File: src/hdl/iocc_pkg.sv
// Shared constants and types for the channel conditioning block.
// Assumes one clock domain and fixed-point configuration values.
package iocc_pkg;

    localparam int ANA_W         = 16;
    localparam int FRAC_W        = 16;
    localparam int FIX_W         = 32;
    localparam int DMP_W         = 16;

    localparam logic [2:0] RANGE_NONE   = 3'h0;
    localparam logic [2:0] RANGE_CUST_LO = 3'h4;
    localparam logic [2:0] RANGE_CUST_HI = 3'h6;
    localparam logic [2:0] RANGE_RST    = 3'h2;

    localparam logic signed [FIX_W-1:0] OFFSET_RST = 32'sh0000_0000;
    localparam logic signed [FIX_W-1:0] WEIGHT_RST = 32'sh0001_0000;
    localparam logic [DMP_W-1:0]        DAMP_RST   = 16'hC000;

    localparam logic [7:0] DEBOUNCE_RST = 8'h08;
    localparam logic [7:0] DEBOUNCE_MIN = 8'h01;
    localparam logic       PULLUP_RST   = 1'h1;

    localparam logic [1:0] DI_NONE  = 2'h0;
    localparam logic [1:0] DI_PLAIN = 2'h1;
    localparam logic [1:0] DI_PULSE = 2'h2;

    localparam logic [1:0] OUT_OPEN   = 2'h0;
    localparam logic [1:0] OUT_CLOSED = 2'h1;
    localparam logic [1:0] MAP1_RST   = 2'h1;
    localparam logic [1:0] MAP0_RST   = 2'h1;
    localparam logic       ACT_RST    = 1'h1;
    localparam logic [3:0] SRC_RST    = 4'h8;
    localparam logic [31:0] PULSE_RST = 32'h0000_0001;

    localparam int CNT_W = 32;

    typedef enum {
        IOCC_IDLE,
        IOCC_HOLD
    } iocc_out_state_t;

endpackage : iocc_pkg

File: src/hdl/iocc_debounce.sv
// Debounce and pulse counting for one digital input.
// Assumes the raw pin is already synchronised to clk.
`timescale 1ns/10ps
module iocc_debounce
    import iocc_pkg::*;
(
    input  wire logic       clk,
    input  wire logic       nrst,
    input  wire logic       pin_sync,
    input  wire logic [1:0] in_type,
    input  wire logic [7:0] debounce_cnt,
    output logic            level,
    output logic [CNT_W-1:0] pulse_count
);

    logic [7:0]       run_reg;
    logic             level_reg;
    logic             prev_reg;
    logic [CNT_W-1:0] pcnt_reg;

    wire logic       is_plain = (in_type == DI_PLAIN);
    wire logic       is_pulse = (in_type == DI_PULSE);
    wire logic [7:0] limit    = (debounce_cnt < DEBOUNCE_MIN) ? DEBOUNCE_MIN : debounce_cnt;
    wire logic       differs  = (pin_sync != level_reg);
    wire logic       settle   = differs && ((run_reg + 8'h01) >= limit);
    wire logic       rise     = pin_sync && !prev_reg;

    // Both edge directions share one counter, so a glitch restarts it.
    always_ff @(posedge clk) begin
        if (!nrst) begin
            run_reg   <= 8'h00;
            level_reg <= 1'b0;
        end else if (!is_plain) begin
            run_reg   <= 8'h00;
            level_reg <= pin_sync;
        end else begin
            run_reg   <= (differs && !settle) ? run_reg + 8'h01 : 8'h00;
            level_reg <= settle ? pin_sync : level_reg;
        end
    end

    always_ff @(posedge clk) begin
        if (!nrst) begin
            prev_reg <= 1'b1;
            pcnt_reg <= '0;
        end else begin
            prev_reg <= pin_sync;
            pcnt_reg <= (is_pulse && rise) ? pcnt_reg + 1'b1 : pcnt_reg;
        end
    end

    assign level       = level_reg;
    assign pulse_count = pcnt_reg;

endmodule : iocc_debounce

File: src/hdl/iocc_output.sv
// Output driver for one digital output channel with activation tracking.
// Assumes source register values arrive on clk.
`timescale 1ns/10ps
module iocc_output
    import iocc_pkg::*;
#(
    parameter int SRC_N = 16
)(
    input  wire logic             clk,
    input  wire logic             nrst,
    input  wire logic [SRC_N-1:0] src_regs,
    input  wire logic [3:0]       src_sel,
    input  wire logic [1:0]       map_one,
    input  wire logic [1:0]       map_zero,
    input  wire logic             active_state,
    input  wire logic [31:0]      pulse_len,
    output logic                  closed,
    output logic                  src_bad,
    output logic [CNT_W-1:0]      act_count,
    output logic [CNT_W-1:0]      act_time
);

    iocc_out_state_t   st_reg;
    logic              out_reg;
    logic              srcv_reg;
    logic [31:0]       hold_reg;
    logic [CNT_W-1:0]  acnt_reg;
    logic [CNT_W-1:0]  atime_reg;

    wire logic       sel_ok  = (32'(src_sel) < SRC_N);
    wire logic       src_val = sel_ok ? src_regs[src_sel] : srcv_reg;
    wire logic       chg     = sel_ok && (src_val != srcv_reg);
    wire logic [1:0] map     = src_val ? map_one : map_zero;
    wire logic       mapped  = (map == OUT_CLOSED);
    wire logic       do_map  = chg && (map == OUT_OPEN || map == OUT_CLOSED);
    wire logic       new_out = do_map ? mapped : out_reg;
    wire logic       enter   = do_map && (mapped == active_state) && (out_reg != active_state);
    wire logic       expire  = (st_reg == IOCC_HOLD) && (hold_reg <= 32'h1);

    // A zero duration means the output holds its active state until mapped away.
    always_ff @(posedge clk) begin
        if (!nrst) begin
            st_reg   <= IOCC_IDLE;
            out_reg  <= 1'b0;
            srcv_reg <= 1'b0;
            hold_reg <= 32'h0;
        end else begin
            srcv_reg <= src_val;
            case (st_reg)
                IOCC_IDLE: begin
                    out_reg <= new_out;
                    if (enter && pulse_len != 32'h0) begin
                        st_reg   <= IOCC_HOLD;
                        hold_reg <= pulse_len;
                    end
                end
                IOCC_HOLD: begin
                    hold_reg <= hold_reg - 32'h1;
                    if (expire) begin
                        st_reg  <= IOCC_IDLE;
                        out_reg <= !active_state;
                    end
                end
                default: st_reg <= IOCC_IDLE;
            endcase
        end
    end

    always_ff @(posedge clk) begin
        if (!nrst) begin
            acnt_reg  <= '0;
            atime_reg <= '0;
        end else begin
            acnt_reg  <= (new_out == active_state && out_reg != active_state && st_reg == IOCC_IDLE)
                         ? acnt_reg + 1'b1 : acnt_reg;
            atime_reg <= (out_reg == active_state) ? atime_reg + 1'b1 : atime_reg;
        end
    end

    assign closed    = out_reg;
    assign src_bad   = !sel_ok;
    assign act_count = acnt_reg;
    assign act_time  = atime_reg;

endmodule : iocc_output

File: src/hdl/iocc_top.sv
// Channel conditioning: one analog, one digital input, one digital output.
// Assumes raw ADC samples arrive with a one-cycle valid strobe on clk.
`timescale 1ns/10ps
module iocc_top
    import iocc_pkg::*;
#(
    parameter int SRC_N = 16
)(
    input  wire logic                    clk,
    input  wire logic                    nrst,
    input  wire logic [2:0]              ana_range,
    input  wire logic signed [FIX_W-1:0] ana_offset,
    input  wire logic signed [FIX_W-1:0] ana_weight,
    input  wire logic [DMP_W-1:0]        ana_damp,
    input  wire logic [ANA_W-1:0]        ana_raw,
    input  wire logic                    ana_valid,
    output logic signed [FIX_W-1:0]      ana_value,
    output logic                         ana_value_valid,
    input  wire logic                    din_pin,
    input  wire logic [1:0]              din_type,
    input  wire logic [7:0]              din_debounce,
    input  wire logic                    din_pullup_cfg,
    output logic                         din_pullup_en,
    output logic                         din_level,
    output logic [CNT_W-1:0]             din_pulses,
    input  wire logic [SRC_N-1:0]        dout_src_regs,
    input  wire logic [3:0]              dout_src_sel,
    input  wire logic [1:0]              dout_map_one,
    input  wire logic [1:0]              dout_map_zero,
    input  wire logic                    dout_active_state,
    input  wire logic [31:0]             dout_pulse_len,
    output logic                         dout_closed,
    output logic                         dout_src_bad,
    output logic [CNT_W-1:0]             dout_act_count,
    output logic [CNT_W-1:0]             dout_act_time
);

    logic signed [FIX_W-1:0] filt_reg;
    logic                    vld_reg;
    logic                    prime_reg;
    logic                    pull_reg;
    logic [1:0]              pin_sync_reg;

    function automatic logic is_custom(input logic [2:0] code);
        is_custom = (code >= RANGE_CUST_LO) && (code <= RANGE_CUST_HI);
    endfunction : is_custom

    // Raw reading widened to fixed point with FRAC_W fraction bits.
    wire logic signed [63:0] raw_fix  = 64'(signed'({1'b0, ana_raw})) <<< FRAC_W;
    wire logic               cust     = is_custom(ana_range);
    wire logic signed [63:0] wprod    = 64'(signed'({1'b0, ana_raw})) * 64'(ana_weight);
    wire logic signed [63:0] scaled   = cust ? (wprod + 64'(ana_offset)) >>> FRAC_W
                                             : raw_fix >>> FRAC_W;
    wire logic signed [FIX_W-1:0] sample = scaled[FIX_W-1:0];
    wire logic               active   = (ana_range != RANGE_NONE) && (ana_range <= RANGE_CUST_HI);
    // Damping: filt + (1-k)*(sample-filt), k as unsigned Q0.16 fraction.
    wire logic signed [63:0] diff     = 64'(sample) - 64'(filt_reg);
    // The gain is 1.0 minus k exactly, so a zero k passes a sample through unchanged.
    wire logic signed [63:0] step     = (diff * 64'(signed'(18'h1_0000 - 18'(ana_damp)))) >>> DMP_W;
    wire logic signed [FIX_W-1:0] blended = prime_reg ? filt_reg + step[FIX_W-1:0] : sample;

    always_ff @(posedge clk) begin
        if (!nrst) begin
            filt_reg  <= '0;
            vld_reg   <= 1'b0;
            prime_reg <= 1'b0;
        end else begin
            vld_reg <= ana_valid && active;
            if (ana_valid && active) begin
                filt_reg  <= blended;
                prime_reg <= 1'b1;
            end else if (!active) begin
                prime_reg <= 1'b0;
            end
        end
    end

    // Pin is asynchronous to clk, so two flops precede any use.
    always_ff @(posedge clk) begin
        if (!nrst) begin
            // Reset to the pulled-up idle level, so a release does not fake an edge.
            pin_sync_reg <= 2'h3;
            pull_reg     <= PULLUP_RST;
        end else begin
            pin_sync_reg <= {pin_sync_reg[0], din_pin};
            pull_reg     <= din_pullup_cfg;
        end
    end

    iocc_debounce u_deb (
        .clk          (clk),
        .nrst         (nrst),
        .pin_sync     (pin_sync_reg[1]),
        .in_type      (din_type),
        .debounce_cnt (din_debounce),
        .level        (din_level),
        .pulse_count  (din_pulses)
    );

    iocc_output #(.SRC_N(SRC_N)) u_out (
        .clk          (clk),
        .nrst         (nrst),
        .src_regs     (dout_src_regs),
        .src_sel      (dout_src_sel),
        .map_one      (dout_map_one),
        .map_zero     (dout_map_zero),
        .active_state (dout_active_state),
        .pulse_len    (dout_pulse_len),
        .closed       (dout_closed),
        .src_bad      (dout_src_bad),
        .act_count    (dout_act_count),
        .act_time     (dout_act_time)
    );

    assign ana_value       = filt_reg;
    assign ana_value_valid = vld_reg;
    assign din_pullup_en   = pull_reg;

endmodule : iocc_top

File: config.mk
export PLATFORM = sky130hd
export DESIGN_NAME = iocc_top
export DESIGN_NICKNAME = d
export VERILOG_FILES = /design/src/hdl/iocc_pkg.sv /design/src/hdl/iocc_debounce.sv /design/src/hdl/iocc_output.sv /design/src/hdl/iocc_top.sv
export SDC_FILE = /design/constraint.sdc
export NUM_CORES = 2
export LEC_CHECK = 0
export BUFFER_PORTS_ARGS = -buffer_cell sky130_fd_sc_hd__buf_2
export CAP_MARGIN = 10
export CORE_MARGIN = 4
export CORE_UTILIZATION = 55
export DETAILED_ROUTE_END_ITERATION = 8
export PLACE_DENSITY = 0.72
export SETUP_SLACK_MARGIN = 0.1
export SLEW_MARGIN = 40
export SYNTH_ARGS = -nofsm -noshare
export SYNTH_HDL_FRONTEND = slang
export SYNTH_SLANG_ARGS = --single-unit
File: constraint.sdc
create_clock -name clk -period 26.9 [get_ports clk]
set_input_delay 5.38 -clock clk [delete_from_list [all_inputs] [get_ports clk]]
set_output_delay 5.38 -clock clk [all_outputs]
set_load 0.01 [all_outputs]
==> out/qor.yml <==
synth:
  syn_inst: 5645
  synth_edf_count: 0
  ys_warn_count: 0
  synth.avg_cell_area_um2: 8.51
  synth-main-ff-cell: "dfxtp_1"
  async_reset_ff_frac: 0
  ys_seq_area_frac: 0.0741
  synth.distinct_cells: 89
  synth_area_um2: 48100
  ys_seq_elements: 178
  synth_nets: 7154
floorplan:
  die_x_um: 304
  die_h_um: 304
  core_um2: 86800
  start_util: 0.554
  die-area_um2: 92200
  rows: 108
  pin_count: 304
clocking:
  htreeDepth: 4
  cts_sinks: 178
  ctsResizeCount: 0
  clkTransAtPathRegs_ps: 60
  clockBufferDepth: 2
  cts_buffers: 17
  cts_tree: "built"
  postCtsSetupBuffers: 0
  insertion_delay_ps: 450
  cts_root_buf: "clkbuf_16"
  hold_buffers: 0
placed_design:
  portBuffers: 302
  place_hpwl_um: 107000
  gp_congestion: 0.924
setup_path:
  crit_type: "input pin to register"
  critPathRequiredTime_ps: 27190
  setup.worst_path.start_class: "input pin"
  arrival_ps: 23180
  crit_path_top_delay_cell: "xnor2_2"
  worst_r2r_path_depth: 43
  crit_fanout: 33
  crit_top_cell: "fa_1"
  slowest_delay_ps: 640
  regToRegSetupSlack_ps: 14590
  worst_setup_path_end_kind: "register"
sta:
  final-hold-violation-count: 0
  rsz0062_at_grt: "false"
  period_needed_ps: 22890
  fin_skew_ps: 13.2
  fin_crit_sh: 0.851
  finalSetupViolations: 0
  slew_viol_final: 0
  finalSetupTns_ps: 0
  max_freq_ghz: 0.0437
  relSlewSlack: 0.403
  tightestPinTransition_ps: 883
global_route:
  grt_pass1_vias: 40900
  grt_pass1_wl_um: 218000
  track_usage: 0.294
  grt_max_degree: 88
  antenna_found_initial: 6
  gr-total-overflow: 0
final_layout:
  num-nets-final: 7307
  drive_gt1_frac: 0.0775
  areaGrowthSynthToFinish_pct: 7.18
route:
  routed_wl_um: 132000
  drt-wirelength-per-cell_um: 18.9
  viasPerCell: 5.51
  drc: 0
  drtIter0Drc: 2932
  vias: 38400
  drtPass1Iterations: 7
  postRouteAntennaNets: 0
flow_run:
  max_cap_violations: 0
run_status:
  outcome: "finished, final reports clean"
min_path:
  hold_path_class: "register to register"
  hold-path-cell-count: 1
## Yosys cell counts, drive strengths merged, types with 6 or more instances
library cell	count	area (µm²)
nand2	645	2420
or2	11	68.8
dfxtp	178	3560
xor2	135	1180
nand2b	35	219
nor2	481	1810
nor3b	6	45.0
or3	37	231
xnor2	132	1160
nor3	64	332
clkbuf	207	787
mux2i	12	133
a31oi	9	56.3
a22oi	10	75.1
o21bai	17	128
nor2b	26	163
o21ai	98	490
fa	1030	20600
nand4	36	240
inv	1320	4950
nor4	15	93.8
ha	308	3850
nand3	69	350
a21oi	191	956
and2	282	1770
a211oi	17	128
and3	36	229
buf	9	43.8
o31ai	6	45.0
a21o	62	465
and4	20	175
o21a	14	105
a221oi	11	96.3
a21boi	7	52.6
o211ai	24	180
## placed cells by master (no fill, tap or decap), types with 17 or more instances in the layout
| cell | instances |
|---|---|
| and3_1 | 33 |
| dfxtp_1 | 178 |
| o21bai_1 | 17 |
| clkbuf_16 | 17 |
| a211oi_1 | 17 |
| ha_1 | 308 |
| nor2_1 | 479 |
| a21oi_1 | 191 |
| buf_2 | 302 |
| nand4_1 | 35 |
| o21ai_0 | 96 |
| and2_1 | 281 |
| a21o_1 | 62 |
| inv_1 | 1319 |
| nand3_1 | 68 |
| xor2_1 | 121 |
| xnor2_1 | 116 |
| fa_1 | 1030 |
| nor3_1 | 63 |
| o211ai_1 | 24 |
| nand2b_1 | 35 |
| nand2_1 | 642 |
| nor2b_1 | 26 |
| buf_4 | 49 |
| and4_1 | 20 |
| or3_1 | 37 |
## cell families (layout without fill, tap and decap cells)
logic type | after synthesis | after routing | synth area share
adder cells (fa/ha/maj) | 1338 | 1338 | 0.509
XOR/XNOR | 268 | 268 | 0.0491
multiplexers | 19 | 19 | 0.00588
other | 1 | 6 | 0.0000780
buffers and inverters | 1539 | 1704 | 0.121
AO/OA/AOI/OAI | 521 | 521 | 0.0681
flip-flops | 178 | 178 | 0.0741
AND/OR/NAND/NOR | 1781 | 1781 | 0.173
## critical path: cells and delay by family
| family | cells | cell delay [ps] |
|---|---|---|
| XOR/XNOR | 4 | 1150 |
| buffers and inverters | 6 | 790 |
| adder cells (fa/ha/maj) | 16 | 6960 |
| AO/OA/AOI/OAI | 28 | 6880 |
| AND/OR/NAND/NOR | 8 | 2000 |
## area by class of cell
cell class                 instances  area (µm²)
inverter                        1322        4970
sequential                       178        3560
clock buffer                      18         429
tap                             1155        1450
clock inverter                    13         165
multi-input combinational       3928       39000
timing repair buffer             351        1880
antenna                            5        12.5
fill                            7802       35200
## per-layer routing
metal  GRT usage  wire (µm)  share of wire
met4       0.105       5280          0.040
met5           0         13       0.000099
met2       0.480      62200           0.47
met3      0.0632      12200          0.092
met1       0.389      52300           0.40
## metrics by stage
stage | instances | instance area (µm²) | util | hold slack (ps) | worst slack, ps
2_1_floorplan | 5645 | 48100 | - | 386 | 6630
3_3_place_gp | 6934 | 50700 | 0.585 | 400 | 3730
3_5_place_dp | 6934 | 50900 | 0.587 | 401 | 3910
4_1_cts | 6965 | 51500 | 0.593 | 417 | 4310
5_1_grt | 6969 | 51500 | 0.594 | 456 | 3240
6_report | 6970 | 51500 | 0.594 | 414 | 4010
## final timing paths
check                                to                  startpoint
min          pin_sync_reg[1]$_SDFF_PN1_  pin_sync_reg[0]$_SDFF_PN1_
min reg2reg  pin_sync_reg[1]$_SDFF_PN1_  pin_sync_reg[0]$_SDFF_PN1_
max          ana_value[24]$_SDFFE_PN0P_                  ana_raw[4]
max reg2reg  ana_value[24]$_SDFFE_PN0P_   ana_value[0]$_SDFFE_PN0P_
Power is not shown: default switching activity piles up to over one toggle a cycle in this logic, so the estimate is an artifact.
